## config.mk

```make
export PLATFORM = sky130hd
export DESIGN_NAME = spi_flash_command_frontend
export DESIGN_NICKNAME = d
export VERILOG_FILES = /design/src/rtl/flash_pkg.sv /design/src/rtl/pin_events_if.sv /design/src/rtl/pin_sampler.sv /design/src/rtl/spi_flash_command_frontend.sv
export SDC_FILE = /design/constraint.sdc
export NUM_CORES = 1
export LEC_CHECK = 0
export BUFFER_PORTS_ARGS = -buffer_cell sky130_fd_sc_hd__buf_2
export CORE_UTILIZATION = 55
export CTS_BUF_LIST = sky130_fd_sc_hd__clkbuf_8
export CTS_CLUSTER_DIAMETER = 150
export DETAILED_ROUTE_END_ITERATION = 8
export HOLD_SLACK_MARGIN = 0.06
export PLACE_DENSITY = 0.76
export SETUP_SLACK_MARGIN = 0.1
export SLEW_MARGIN = 20
export SYNTH_ARGS = -nofsm -noshare
export SYNTH_HDL_FRONTEND = slang
export SYNTH_SLANG_ARGS = --single-unit
```

## constraint.sdc

```tcl
create_clock -name clk -period 6.2 [get_ports clk]
set_input_delay 0.93 -clock clk [delete_from_list [all_inputs] [get_ports clk]]
set_output_delay 0.93 -clock clk [all_outputs]
set_load 0.005 [all_outputs]
```

## src/rtl/flash_pkg.sv

```systemverilog
// Shared constants, types and instruction decode for the flash front end
package flash_pkg;
   // Instruction codes served by the front end
   localparam logic [7:0] OP_READ   = 8'h03;
   localparam logic [7:0] OP_FAST   = 8'h0b;
   localparam logic [7:0] OP_READ4  = 8'h13;
   localparam logic [7:0] OP_DUAL   = 8'hbb;
   localparam logic [7:0] OP_QUAD   = 8'heb;
   localparam logic [7:0] OP_DDRQ   = 8'hed;
   localparam logic [7:0] OP_STATUS = 8'h05;
   localparam logic [7:0] OP_PROG   = 8'h02;
   localparam logic [7:0] OP_WREN   = 8'h06;
   // Mode nibble that keeps continuous read alive
   localparam logic [3:0] CONT_KEY  = 4'ha;
   // Latency cycles per read kind
   localparam logic [3:0] DUMMY_FAST = 4'h8;
   localparam logic [3:0] DUMMY_QUAD = 4'h4;
   localparam logic [3:0] DUMMY_DDR  = 4'h6;
   // Field lengths in bits
   localparam logic [5:0] ABITS_24   = 6'h18;
   localparam logic [5:0] ABITS_32   = 6'h20;
   localparam logic [5:0] INSTR_BITS = 6'h08;
   localparam logic [5:0] MODE_BITS  = 6'h08;
   localparam logic [5:0] BYTE_BITS  = 6'h08;
   // Data direction of a command
   localparam logic [1:0] DIR_NONE  = 2'h0;
   localparam logic [1:0] DIR_READ  = 2'h1;
   localparam logic [1:0] DIR_WRITE = 2'h2;
   localparam logic [1:0] DIR_STAT  = 2'h3;

   // Command phases
   typedef enum logic [2:0] {
      ST_IDLE  = 3'b000,
      ST_INSTR = 3'b001,
      ST_ADDR  = 3'b010,
      ST_MODE  = 3'b011,
      ST_DUMMY = 3'b100,
      ST_OUT   = 3'b101,
      ST_IN    = 3'b110,
      ST_DROP  = 3'b111
   } phase_type;

   // Transfer format chosen by an instruction
   typedef struct packed {
      logic       known;
      logic [2:0] width;
      logic       ddr;
      logic [5:0] abits;
      logic       mode;
      logic [3:0] dummy;
      logic [1:0] dir;
   } cmd_info_type;

   // Builds one format entry
   function automatic cmd_info_type info(input logic [2:0] w,
      input logic ddr, input logic [5:0] ab, input logic md,
      input logic [3:0] dm, input logic [1:0] dir);
      info = {1'b1, w, ddr, ab, md, dm, dir};
   endfunction : info

   // Maps an instruction to its transfer format
   function automatic cmd_info_type decode(input logic [7:0] op);
      case (op)
         OP_READ:   decode = info(3'h1, 1'b0, ABITS_24, 1'b0, 4'h0, DIR_READ);
         OP_FAST:   decode = info(3'h1, 1'b0, ABITS_24, 1'b0, DUMMY_FAST,
                                  DIR_READ);
         OP_READ4:  decode = info(3'h1, 1'b0, ABITS_32, 1'b0, 4'h0, DIR_READ);
         OP_DUAL:   decode = info(3'h2, 1'b0, ABITS_24, 1'b1, 4'h0, DIR_READ);
         OP_QUAD:   decode = info(3'h4, 1'b0, ABITS_24, 1'b1, DUMMY_QUAD,
                                  DIR_READ);
         OP_DDRQ:   decode = info(3'h4, 1'b1, ABITS_24, 1'b1, DUMMY_DDR,
                                  DIR_READ);
         OP_STATUS: decode = info(3'h1, 1'b0, 6'h00, 1'b0, 4'h0, DIR_STAT);
         OP_PROG:   decode = info(3'h1, 1'b0, ABITS_24, 1'b0, 4'h0,
                                  DIR_WRITE);
         OP_WREN:   decode = info(3'h1, 1'b0, 6'h00, 1'b0, 4'h0, DIR_NONE);
         default:   decode = '0;
      endcase
   endfunction : decode
endpackage : flash_pkg

```

## src/rtl/pin_events_if.sv

```systemverilog
// Sampled pin events passed from the pin sampler to the command logic
`timescale 1ns/1ps
interface pin_events_if;
   logic       rise;    // Serial clock rising edge seen
   logic       fall;    // Serial clock falling edge seen
   logic       sel;     // Chip select held low
   logic       cs_fall; // Selection begins
   logic       cs_rise; // Selection ends
   logic [3:0] lanes;   // Lane levels aligned to the edges
   modport src (output rise, fall, sel, cs_fall, cs_rise, lanes);
   modport dst (input rise, fall, sel, cs_fall, cs_rise, lanes);
endinterface : pin_events_if

```

## src/rtl/pin_sampler.sv

```systemverilog
// Synchronises the serial pins and turns them into edge pulses
`timescale 1ns/1ps
module pin_sampler #(
   parameter int STAGES = 2
) (
   // Clock and reset
   input  wire logic       clk,
   input  wire logic       reset_n,
   // Raw pins
   input  wire logic       sck,
   input  wire logic       cs_n,
   input  wire logic [3:0] lane_in,
   // Events toward the command logic
   pin_events_if.src       ev
);
   // Refuse a chain too short to settle metastability
   if (STAGES < 2) begin : g_check
      $error("pin_sampler needs at least two stages");
   end

   logic [STAGES-1:0]      sck_s;  // Clock sync chain
   logic [STAGES-1:0]      cs_s;   // Select sync chain
   logic [STAGES-1:0][3:0] ln_s;   // Lane sync chains
   logic                   sck_q;  // Settled clock, one cycle older
   logic                   cs_q;   // Settled select, one cycle older

   // Sync chains; only the last stage is looked at
   always_ff @(posedge clk or negedge reset_n) begin
      if (!reset_n) begin
         sck_s <= '0;
         cs_s  <= '1;
         ln_s  <= '0;
      end else begin
         sck_s <= {sck_s[STAGES-2:0], sck};
         cs_s  <= {cs_s[STAGES-2:0], cs_n};
         ln_s  <= {ln_s[STAGES-2:0], lane_in};
      end
   end

   // Edge detection on settled levels, lanes kept in step
   always_ff @(posedge clk or negedge reset_n) begin
      if (!reset_n) begin
         sck_q      <= 1'b0;
         cs_q       <= 1'b1;
         ev.rise    <= 1'b0;
         ev.fall    <= 1'b0;
         ev.sel     <= 1'b0;
         ev.cs_fall <= 1'b0;
         ev.cs_rise <= 1'b0;
         ev.lanes   <= 4'h0;
      end else begin
         sck_q      <= sck_s[STAGES-1];
         cs_q       <= cs_s[STAGES-1];
         ev.rise    <= sck_s[STAGES-1] & ~sck_q;
         ev.fall    <= ~sck_s[STAGES-1] & sck_q;
         ev.sel     <= ~cs_s[STAGES-1];
         ev.cs_fall <= ~cs_s[STAGES-1] & cs_q;
         ev.cs_rise <= cs_s[STAGES-1] & ~cs_q;
         ev.lanes   <= ln_s[STAGES-1];
      end
   end
endmodule : pin_sampler

```

## src/rtl/spi_flash_command_frontend.sv

```systemverilog
// Device side command front end of a multi-lane serial flash
`timescale 1ns/1ps
module spi_flash_command_frontend #(
   parameter int SYNC_STAGES = 2
) (
   // Clock and reset
   input  wire logic        clk,
   input  wire logic        reset_n,
   // Serial pins; oe high while driving
   input  wire logic        sck,
   input  wire logic        cs_n,
   input  wire logic [3:0]  lane_in,
   output logic      [3:0]  lane_out,
   output logic      [3:0]  lane_oe,
   // Configuration levels
   input  wire logic        four_lane_command_mode,
   input  wire logic        quad_enable_bit,
   // Core status
   input  wire logic        busy,
   input  wire logic        op_failed,
   // Read data path
   input  wire logic [7:0]  rd_data,
   output logic             rd_req,
   output logic      [31:0] rd_addr,
   // Write data path
   output logic             wr_valid,
   output logic      [7:0]  wr_data,
   output logic      [31:0] wr_addr,
   // Command execution
   output logic             cmd_exec,
   output logic      [7:0]  cmd_opcode,
   output logic      [31:0] cmd_addr,
   output logic             cont_read
);
   pin_events_if pe ();

   flash_pkg::phase_type    phase;      // Command phase
   flash_pkg::phase_type    next_phase; // Phase after this cycle
   flash_pkg::cmd_info_type info;       // Format of the open command
   flash_pkg::cmd_info_type dinfo;      // Format of incoming opcode
   flash_pkg::cmd_info_type cinfo;      // Format in force right now
   logic [5:0]  cnt;        // Bits or cycles left in the phase
   logic [5:0]  next_cnt;   // Count after this cycle
   logic [31:0] sh;         // Input shift register
   logic [31:0] next_sh;    // Shift register with this capture
   logic [31:0] amask;      // Address cut to its length
   logic [31:0] addr;       // Running write address
   logic [2:0]  bitmod;     // Received bits modulo eight
   logic        armed;      // Falling edge capture allowed
   logic [7:0]  osh;        // Output byte shifter
   logic [3:0]  ocnt;       // Bits left in output byte
   logic [2:0]  w;          // Lane width of the input phase
   logic [2:0]  ow;         // Lane width of read data
   logic        cap;        // Capture one group this cycle
   logic        last;       // This capture ends the field
   logic        deny;       // Instruction refused
   logic        go_dummy;   // Instruction, address or mode done for a read
   logic [5:0]  dcnt;       // Latency count on entry
   logic        drive_ev;   // Drive the next output group
   logic [7:0]  obyte;      // Byte being shifted out
   logic [7:0]  src;        // Fresh byte for output
   logic [7:0]  pv;         // Output group with its enables
   logic        exec_ok;    // Command qualifies for execution

   // Appends one lane group, lane zero as least significant bit
   function automatic logic [31:0] take(input logic [31:0] s,
      input logic [3:0] l, input logic [2:0] wd);
      case (wd)
         3'h2:    take = {s[29:0], l[1:0]};
         3'h4:    take = {s[27:0], l};
         default: take = {s[30:0], l[0]};
      endcase
   endfunction : take

   // Top group of a byte on its lanes, enables above values
   function automatic logic [7:0] put(input logic [7:0] b,
      input logic [2:0] wd);
      case (wd)
         3'h2:    put = {4'h3, 2'b00, b[7:6]};
         3'h4:    put = {4'hf, b[7:4]};
         default: put = {4'h2, 2'b00, b[7], 1'b0};
      endcase
   endfunction : put

   // Pin synchroniser and edge finder
   pin_sampler #(.STAGES(SYNC_STAGES)) u_pins (
      .clk     (clk),
      .reset_n (reset_n),
      .sck     (sck),
      .cs_n    (cs_n),
      .lane_in (lane_in),
      .ev      (pe)
   );

   // Lane widths: four lanes in four lane mode, one lane for the instruction, else from the opcode
   assign w  = (four_lane_command_mode) ? 3'h4 :
               (phase == flash_pkg::ST_INSTR) ? 3'h1 : info.width;
   assign ow = four_lane_command_mode ? 3'h4 : info.width;

   // Captures: rises always, falls only once armed in double rate
   assign cap = pe.sel && (pe.rise || (pe.fall && info.ddr && armed))
             && (phase == flash_pkg::ST_INSTR || phase == flash_pkg::ST_ADDR
             || phase == flash_pkg::ST_MODE || phase == flash_pkg::ST_IN);
   assign last    = cap && (cnt <= {3'h0, w});
   assign next_sh = take(sh, pe.lanes, w);
   assign dinfo   = flash_pkg::decode(next_sh[7:0]);
   assign cinfo   = (phase == flash_pkg::ST_INSTR) ? dinfo : info;
   assign amask   = (cinfo.abits == flash_pkg::ABITS_24) ?
                    {8'h00, next_sh[23:0]} : next_sh;

   // Refusal: unknown, busy other than status, quad without enable
   assign deny = !dinfo.known
              || (busy && dinfo.dir != flash_pkg::DIR_STAT)
              || ((four_lane_command_mode || dinfo.width == 3'h4)
                  && !quad_enable_bit);
   assign dcnt = cinfo.ddr ? {2'b00, cinfo.dummy - 4'h1}
                           : {2'b00, cinfo.dummy};
   assign go_dummy = last && (cinfo.dir == flash_pkg::DIR_READ
                  || cinfo.dir == flash_pkg::DIR_STAT)
                  && ((phase == flash_pkg::ST_MODE)
                  || (phase == flash_pkg::ST_ADDR && !cinfo.mode)
                  || (phase == flash_pkg::ST_INSTR && cinfo.abits == 6'h00
                      && !deny));

   // Output side: first group on the fall that ends latency
   assign drive_ev = pe.sel && ((phase == flash_pkg::ST_OUT
                  && (pe.fall || (info.ddr && pe.rise)))
                  || (phase == flash_pkg::ST_DUMMY && pe.fall
                  && cnt == 6'h00));
   assign src   = (info.dir == flash_pkg::DIR_STAT) ?
                  {6'h00, op_failed, busy} : rd_data;
   assign obyte = (ocnt == 4'h0) ? src : osh;
   assign pv    = put(obyte, ow);
   assign exec_ok = phase == flash_pkg::ST_IN && bitmod == 3'h0
                 && info.dir != flash_pkg::DIR_READ;

   // Next phase and count
   always_comb begin
      next_phase = phase;
      next_cnt   = cnt;
      if (pe.cs_rise) begin
         next_phase = flash_pkg::ST_IDLE;
      end else if (pe.cs_fall) begin
         next_phase = cont_read ? flash_pkg::ST_ADDR
                                : flash_pkg::ST_INSTR;
         next_cnt   = cont_read ? info.abits : flash_pkg::INSTR_BITS;
      end else if (go_dummy) begin
         next_phase = (busy && cinfo.dir == flash_pkg::DIR_READ) ?
                      flash_pkg::ST_DROP : flash_pkg::ST_DUMMY;
         next_cnt   = dcnt;
      end else if (last) begin
         next_cnt = flash_pkg::BYTE_BITS;
         case (phase)
            // Instruction done: pick the next field
            flash_pkg::ST_INSTR: begin
               if (deny) begin
                  next_phase = flash_pkg::ST_DROP;
               end else if (dinfo.abits != 6'h00) begin
                  next_phase = flash_pkg::ST_ADDR;
                  next_cnt   = dinfo.abits;
               end else begin
                  next_phase = flash_pkg::ST_IN;
               end
            end
            // Address done: mode bits or write data
            flash_pkg::ST_ADDR: begin
               next_phase = info.mode ? flash_pkg::ST_MODE
                                      : flash_pkg::ST_IN;
               next_cnt   = flash_pkg::MODE_BITS;
            end
            default: next_phase = phase;
         endcase
      end else if (cap) begin
         next_cnt = cnt - {3'h0, w};
      end else if (phase == flash_pkg::ST_DUMMY && pe.fall && pe.sel) begin
         next_phase = (cnt == 6'h00) ? flash_pkg::ST_OUT : phase;
         next_cnt   = cnt - 6'h01;
      end
   end

   // Phase, count and capture register
   always_ff @(posedge clk or negedge reset_n) begin
      if (!reset_n) begin
         phase <= flash_pkg::ST_IDLE;
         cnt   <= 6'h00;
         sh    <= 32'h0;
      end else begin
         phase <= next_phase;
         cnt   <= next_cnt;
         sh    <= cap ? next_sh : sh;
      end
   end

   // Bit count and falling edge arming, cleared per selection
   always_ff @(posedge clk or negedge reset_n) begin
      if (!reset_n) begin
         bitmod <= 3'h0;
         armed  <= 1'b0;
      end else if (pe.cs_fall || pe.cs_rise) begin
         bitmod <= 3'h0;
         armed  <= 1'b0;
      end else begin
         bitmod <= cap ? bitmod + w : bitmod;
         armed  <= armed || (cap && pe.rise
                   && phase != flash_pkg::ST_INSTR);
      end
   end

   // Opcode, format and addresses
   always_ff @(posedge clk or negedge reset_n) begin
      if (!reset_n) begin
         info       <= '0;
         cmd_opcode <= 8'h00;
         cmd_addr   <= 32'h0;
         addr       <= 32'h0;
      end else if (last && phase == flash_pkg::ST_INSTR) begin
         info       <= dinfo;
         cmd_opcode <= next_sh[7:0];
      end else if (last && phase == flash_pkg::ST_ADDR) begin
         cmd_addr   <= amask;
         addr       <= amask;
      end else if (wr_valid) begin
         addr       <= addr + 32'h1;
      end
   end

   // Continuous read: mode nibble keeps or ends it
   always_ff @(posedge clk or negedge reset_n) begin
      if (!reset_n) begin
         cont_read <= 1'b0;
      end else if (last && phase == flash_pkg::ST_MODE) begin
         cont_read <= next_sh[7:4] == flash_pkg::CONT_KEY;
      end else if (last && phase == flash_pkg::ST_INSTR) begin
         cont_read <= 1'b0;
      end
   end

   // Write bytes and command execution at deselection
   always_ff @(posedge clk or negedge reset_n) begin
      if (!reset_n) begin
         wr_valid <= 1'b0;
         wr_data  <= 8'h00;
         wr_addr  <= 32'h0;
         cmd_exec <= 1'b0;
      end else begin
         wr_valid <= last && phase == flash_pkg::ST_IN
                     && info.dir == flash_pkg::DIR_WRITE;
         wr_data  <= (last && phase == flash_pkg::ST_IN) ?
                     next_sh[7:0] : wr_data;
         wr_addr  <= (last && phase == flash_pkg::ST_IN) ? addr : wr_addr;
         cmd_exec <= pe.cs_rise && exec_ok;
      end
   end

   // Output lanes and read byte requests
   always_ff @(posedge clk or negedge reset_n) begin
      if (!reset_n) begin
         lane_out <= 4'h0;
         lane_oe  <= 4'h0;
         osh      <= 8'h00;
         ocnt     <= 4'h0;
         rd_req   <= 1'b0;
         rd_addr  <= 32'h0;
      end else if (!pe.sel) begin
         lane_oe  <= 4'h0;
         ocnt     <= 4'h0;
         rd_req   <= 1'b0;
      end else if (go_dummy && cinfo.dir == flash_pkg::DIR_READ && !busy) begin
         rd_req   <= 1'b1;
         rd_addr  <= (phase == flash_pkg::ST_ADDR) ? amask : addr;
      end else if (drive_ev) begin
         lane_out <= pv[3:0];
         lane_oe  <= pv[7:4];
         osh      <= obyte << ow;
         ocnt     <= ((ocnt == 4'h0) ? 4'h8 : ocnt) - {1'b0, ow};
         rd_req   <= ocnt == 4'h0 && info.dir == flash_pkg::DIR_READ;
         rd_addr  <= (ocnt == 4'h0) ? rd_addr + 32'h1 : rd_addr;
      end else begin
         rd_req   <= 1'b0;
      end
   end
endmodule : spi_flash_command_frontend

```

==> results_dict.tcl, run 1 <==
set metrics [dict create \
    outcome "finished clean" \
    max_slew_margin 0.214 \
    max_cap_viol_count 0 \
    vias 10800 \
    syn_area_um2 12500 \
    worstPathRequired_ns 6.63 \
    worst_pin_slew_ns 1.18 \
    die_x_um 153 \
    hold-worst-slack_ns 0.254 \
    reg2reg_to "phase[2]$_DFFE_PN0P_" \
    cpMaxStageDelayCell "a31oi_4" \
    syn_inst 1311 \
    drtIter0Drc 1034 \
    gp_congestion 0.896 \
    ir_worst_vdd_mv 0.211 \
    n_fill_cell 1800 \
    max_freq_ghz 0.201 \
    r2r-start "phase[0]$_DFFE_PN0P_" \
    cp.buffers_inverters 0 \
    avgSynthCellArea_um2 9.56 \
    p_leak_nw 6.51 \
    synth_nets 1343 \
    start_util 0.567 \
    p_int_w 0.00310 \
    arrival_ns 5.42 \
    synth.distinct_cells 79 \
    core_area_um2 22100 \
    clockBufferDepth 3 \
    antenna_found_initial 0 \
    ff2ff_setup_slack_ns 1.21 \
    syn_to_final_growth_pct 15.0 \
    crit_fanout 36 \
    num_antenna_cells 0 \
    io_pins 144 \
    endpoint "phase[2]$_DFFE_PN0P_" \
    cts_sinks 244 \
    p_switching_w 0.00150 \
    clock_skew_ns 0.0201 \
    fin_crit_sh 0.804 \
    path_cells "or3b_4 -> a31oi_4 -> mux2i_1 -> nor3_1 -> nor3_1 -> o22ai_1 -> o21ai_0 -> a21oi_1 -> o21ai_0 -> mux2_2" \
    drt_wl_total_mm 34.6 \
    drive_above_1_share 0.238 \
    post-place-ws_ns 1.17 \
    yosys_register_bits 244 \
    cts_resized 0 \
    first_pass_iters 8 \
    p_clk_frac 0.341 \
    slowest_delay_ns 0.89 \
    pwr_density_cell_nw_per_um2 319 \
    vias_per_cell 6.16 \
    hpwl_mm 23.8 \
    cts_root_buffer "clkbuf_8" \
    clock_latency_ns 0.56 \
    cts_tree "done" \
    finalMaxSlewViolations 0 \
    grt_pass1_wl_mm 56.8 \
    routedWlPerCell_um 19.7 \
    synth_edf_count 0 \
    io_buffers 143 \
    numCtsBuffers 41 \
    layout_common_cells "dfrtp_1, nand2_1, buf_2, o21ai_0, nor2_1" \
    holdBufCountCts 0 \
    grt_max_degree 129 \
    cts_setup_buffers 0 \
    setup_viol 0 \
    rsz0062_at_grt "no" \
    grt_pass1_vias 10500 \
    reg2regPathDepth 10 \
    startpoint_type "register" \
    die_y_um 153 \
    post-route-drc-count 0 \
    crit_type "register to register" \
    cts.clk_slew.worst_paths_ns 0.06 \
    nets 1472 \
    cp_num_cells 10 \
    ys_async_sr_fraction 1.00 \
    die_area_um2 23400 \
    seqPwrFrac 0.447 \
    p_comb_frac 0.212 \
    ys_dominant_reg_cell "dfrtp_1" \
    hold_path.class "input port to asynchronous set/reset pin" \
    period_needed_ns 4.99 \
    fin_tns_setup_ns 0 \
    yosysSeqAreaShare 0.488 \
    cts_max_level 2 \
    crit_start "phase[0]$_DFFE_PN0P_" \
    finalHoldViolations 0 \
    overflow 0 \
    p_sw_frac 0.327 \
    row_count 54 \
    multi_input_area_um2 5940 \
    timing.final.ws_setup_ns 1.21 \
    ff_latch_area_um2 6110 \
    worst_setup_path_end_kind "register" \
    critPathTopFamily "compound AO/OA/AOI/OAI gates" \
    grtUsageTotal 0.305 \
    detail-route-antenna-nets 0 \
    ys.warnings.count 0 \
    layout_commonest_cell "dfrtp_1" \
]
-- registers in the layout, indices dropped and copies added, names as in the netlist, 4 cells and up --
signal,flops
cnt,6
u_pins.ln_s,8
wr_addr,32
wr_data,8
cmd_opcode,8
lane_out,4
osh,8
sh,31
cmd_addr,32
addr,32
u_pins.ev.lanes,4
rd_addr,32
ocnt,4
info,10
-- power groups by stage --
stage          logic (W)  clock network, W  registers [W]
2_1_floorplan   0.000648                 0        0.00200
3_3_place_gp    0.000947                 0        0.00207
3_5_place_dp    0.000959                 0        0.00207
4_1_cts         0.000965           0.00160        0.00205
5_1_grt          0.00109           0.00165        0.00208
6_report        0.000975           0.00157        0.00206
-- cell type report --
class	instances	share of cell area
clock buffers	57	0.0545
clock inverters	18	0.00955
inverters	34	0.00886
multi-input cells	949	0.412
flip-flops and latches	244	0.424
well taps	280	0.0243
repair buffers	170	0.0667
-- cell families (layout without fill, tap and decap cells) --
family,count (synthesis),in the layout,synth area share
AOI/OAI and AO/OA,391,391,0.218
xor gates and xnor gates,38,38,0.0266
and+or+nand+nor,459,459,0.168
muxes,48,48,0.0441
DFF,244,244,0.488
adders and majority gates,13,13,0.0146
buffers and inverters,118,279,0.0410
-- per-stage QoR --
stage               utilization  instance area [um^2]  instances  power (W)
floorplan                     -                 12500       1311    0.00264
global route              0.652                 14400       1752    0.00483
CTS                       0.651                 14400       1751    0.00461
global placement          0.609                 13500       1676    0.00301
finish                    0.652                 14400       1752    0.00460
detailed placement        0.609                 13500       1676    0.00303
-- worst min-delay path by stage --
stage,startpoint,to,slack (ns),cells past startpoint
floorplan,u_pins.ln_s[4]$_DFF_PN0_,u_pins.ev.lanes[0]$_DFF_PN0_,0.33,0
global placement,u_pins.ln_s[5]$_DFF_PN0_,u_pins.ev.lanes[1]$_DFF_PN0_,0.33,0
detailed placement,u_pins.ln_s[0]$_DFF_PN0_,u_pins.ln_s[4]$_DFF_PN0_,0.33,0
CTS,u_pins.ln_s[0]$_DFF_PN0_,u_pins.ln_s[4]$_DFF_PN0_,0.34,0
global route,reset_n,lane_out[3]$_DFFE_PN0P_,0.27,1
finish,reset_n,lane_out[0]$_DFFE_PN0P_,0.25,1
-- cells in the mapped netlist (14+ instances only) --
master,instances,share of area
dfrtp_1,241,0.48
nand2_1,217,0.065
o21ai_0,119,0.048
nor2_1,86,0.026
a21oi_1,76,0.030
clkbuf_1,59,0.018
mux2_2,38,0.034
nand3_1,38,0.015
inv_1,34,0.010
and3_1,25,0.012
xor2_1,21,0.015
o211ai_2,20,0.020
o21ai_2,20,0.014
a222oi_1,19,0.015
a31oi_1,17,0.0085
o21a_1,17,0.010
xnor2_1,17,0.012
nor3_1,14,0.0056
-- metal layers --
layer,wire [um],global-route usage
met1,15500,0.446
met2,15400,0.464
met3,2720,0.0445
met4,984,0.111
met5,0,0
Note: power is estimated with default switching activity, not from simulation.
==> run 2, diff against run 1 <==
--- a/config.mk
+++ b/config.mk
@@ -11,7 +11,7 @@
 export CTS_CLUSTER_DIAMETER = 150
 export DETAILED_ROUTE_END_ITERATION = 8
 export HOLD_SLACK_MARGIN = 0.06
-export PLACE_DENSITY = 0.76
+export PLACE_DENSITY = 0.79
 export SETUP_SLACK_MARGIN = 0.1
 export SLEW_MARGIN = 20
 export SYNTH_ARGS = -nofsm -noshare
==> constraint.sdc (replaced) <==
create_clock -name clk -period 4.05 [get_ports clk]
set_input_delay 0.6075 -clock clk [delete_from_list [all_inputs] [get_ports clk]]
set_output_delay 0.6075 -clock clk [all_outputs]
set_load 0.005 [all_outputs]
==> results_dict.tcl, run 2 (synthesized netlist as in run 1, its figures left out) <==
set metrics [dict create \
    hpwl_mm 25.1 \
    finalMaxSlewViolations 0 \
    ir_worst_vdd_mv 0.350 \
    post-place-ws_ns 0.0613 \
    numCtsBuffers 41 \
    worstPathRequired_ns 4.50 \
    worst_pin_slew_ns 0.945 \
    p_clk_frac 0.309 \
    drt_wl_total_mm 36.1 \
    antenna_found_initial 1 \
    hold_path.class "input port to asynchronous set/reset pin" \
    p_sw_frac 0.339 \
    io_pins 144 \
    die_x_um 153 \
    p_switching_w 0.00237 \
    cp.buffers_inverters 3 \
    cts_root_buffer "clkbuf_8" \
    row_count 54 \
    slowest_delay_ns 0.57 \
    syn_to_final_growth_pct 19.1 \
    seqPwrFrac 0.450 \
    crit_type "register to register" \
    clockBufferDepth 3 \
    vias_per_cell 6.18 \
    clock_skew_ns 0.0285 \
    outcome "complete, but fails checks" \
    setup_viol 0 \
    pwr_density_cell_nw_per_um2 469 \
    clock_latency_ns 0.56 \
    finalHoldViolations 0 \
    cts_max_level 2 \
    cts.clk_slew.worst_paths_ns 0.07 \
    fin_crit_sh 0.952 \
    p_leak_nw 6.80 \
    max_cap_viol_count 0 \
    cp_common_cell "buf_12" \
    grt_pass1_wl_mm 57.3 \
    p_int_w 0.00463 \
    grt_max_degree 119 \
    nets 1531 \
    drtIter0Drc 1146 \
    num_antenna_cells 0 \
    cpMaxStageDelayCell "or4_1" \
    layout_commonest_cell "dfrtp_1" \
    holdBufCountCts 0 \
    worst_setup_path_end_kind "register" \
    violations "design-rule violations" \
    drive_above_1_share 0.273 \
    period_needed_ns 3.86 \
    max_slew_margin 0.370 \
    grtUsageTotal 0.310 \
    routedWlPerCell_um 20.0 \
    crit_fanout 16 \
    startpoint_type "register" \
    arrival_ns 4.31 \
    core_area_um2 22100 \
    vias 11200 \
    max_freq_ghz 0.259 \
    critPathTopFamily "compound AO/OA/AOI/OAI gates" \
    gp_congestion 0.923 \
    rsz0062_at_grt "no" \
    io_buffers 143 \
    die_area_um2 23400 \
    post-route-drc-count 21 \
    overflow 0 \
    first_pass_iters 9 \
    die_y_um 153 \
    detail-route-antenna-nets 0 \
    p_comb_frac 0.241 \
    path_cells "or3b_4 -> a41o_4 -> a221o_2 -> or4_1 -> a211oi_2 -> o2111ai_2 -> a2111oi_4 -> buf_4 -> buf_12 -> buf_12 -> a21oi_1 -> nor2_1" \
    cts_sinks 244 \
    grt_pass1_vias 10800 \
    start_util 0.567 \
    n_fill_cell 1762 \
    fin_tns_setup_ns 0 \
    cts_tree "done" \
    timing.final.ws_setup_ns 0.193 \
    layout_common_cells "dfrtp_1, nand2_1, buf_2, o21ai_0, nor2_1" \
]
## run 2: cell types whose count changed in the layout (fill, tap and decap cells not counted), sizes merged
| cell | previous run | this run |
|---|---|---|
| inv | 40 | 51 |
| clkbuf | 57 | 49 |
| clkinv | 8 | 7 |
| bufinv | 2 | 1 |
| or3b | 1 | 2 |
| buf | 170 | 227 |
## run 2: per-stage QoR
stage | cells | instance area [um^2] | utilization | hold WS, ns | total power, W
floorplan | 1311 | 12600 | - | 0.312 | 0.00406
finish | 1811 | 14900 | 0.676 | 0.127 | 0.00700
global route | 1811 | 14900 | 0.676 | 0.133 | 0.00734
detailed placement | 1717 | 13900 | 0.627 | 0.335 | 0.00474
global placement | 1717 | 13900 | 0.627 | 0.332 | 0.00470
CTS | 1792 | 14700 | 0.664 | 0.135 | 0.00690
## run 2: final timing paths
check,cells after the start,slack (ns),from,endpoint
setup reg to reg,12,0.19,phase[2]$_DFFE_PN0P_,rd_req$_DFF_PN0_
hold reg to reg,0,0.34,u_pins.ln_s[6]$_DFF_PN0_,u_pins.ev.lanes[2]$_DFF_PN0_
max in group asynchronous,2,2.90,reset_n,sh[22]$_DFFE_PN0P_
hold / removal,1,0.13,reset_n,osh[7]$_DFFE_PN0P_
min in group clk,1,0.16,cs_n,u_pins.cs_s[0]$_DFF_PN1_
setup / recovery,12,0.19,phase[2]$_DFFE_PN0P_,rd_req$_DFF_PN0_
## run 2: power groups by stage
stage	Sequential, W	Combinational, W	Clock [W]
CTS	0.00313	0.00158	0.00220
finish	0.00315	0.00169	0.00217
floorplan	0.00306	0.000999	0
global route	0.00319	0.00185	0.00230
global placement	0.00315	0.00154	0
detailed placement	0.00317	0.00157	0
## run 2: cell type report
| cell class | instances | area [um^2] | area share |
|---|---|---|---|
| Clock inverter | 27 | 151 | 0.0101 |
| Sequential cell | 244 | 6110 | 0.409 |
| Tap cell | 280 | 350 | 0.0235 |
| Inverter | 34 | 128 | 0.00855 |
| Timing Repair Buffer | 228 | 1470 | 0.0987 |
| Clock buffer | 48 | 661 | 0.0443 |
| Multi-Input combinational cell | 950 | 6050 | 0.405 |
## run 2: worst register-to-register path, stage by stage, from the launching register on
cell and delay (ns):
dfrtp_1 0.40, or3b_4 0.46, a41o_4 0.30, a221o_2 0.44
or4_1 0.57, a211oi_2 0.32, o2111ai_2 0.20, a2111oi_4 0.38
buf_4 0.19, buf_12 0.14, buf_12 0.15, a21oi_1 0.05
nor2_1 0.18
## run 2: routing by layer
metal	global-route usage	part of all wire
met5	0	0
met4	0.116	0.027
met3	0.0627	0.082
met2	0.477	0.45
met1	0.433	0.44
## run 2: repair_timing
| action | CTS | global route |
|---|---|---|
| endpoints found under the setup margin | 13 | 45 |
| resized for setup | 2 | 16 |
| pin swaps | 1 | 13 |
| cloned | 0 | 2 |
| buffers inserted | 0 | 17 |
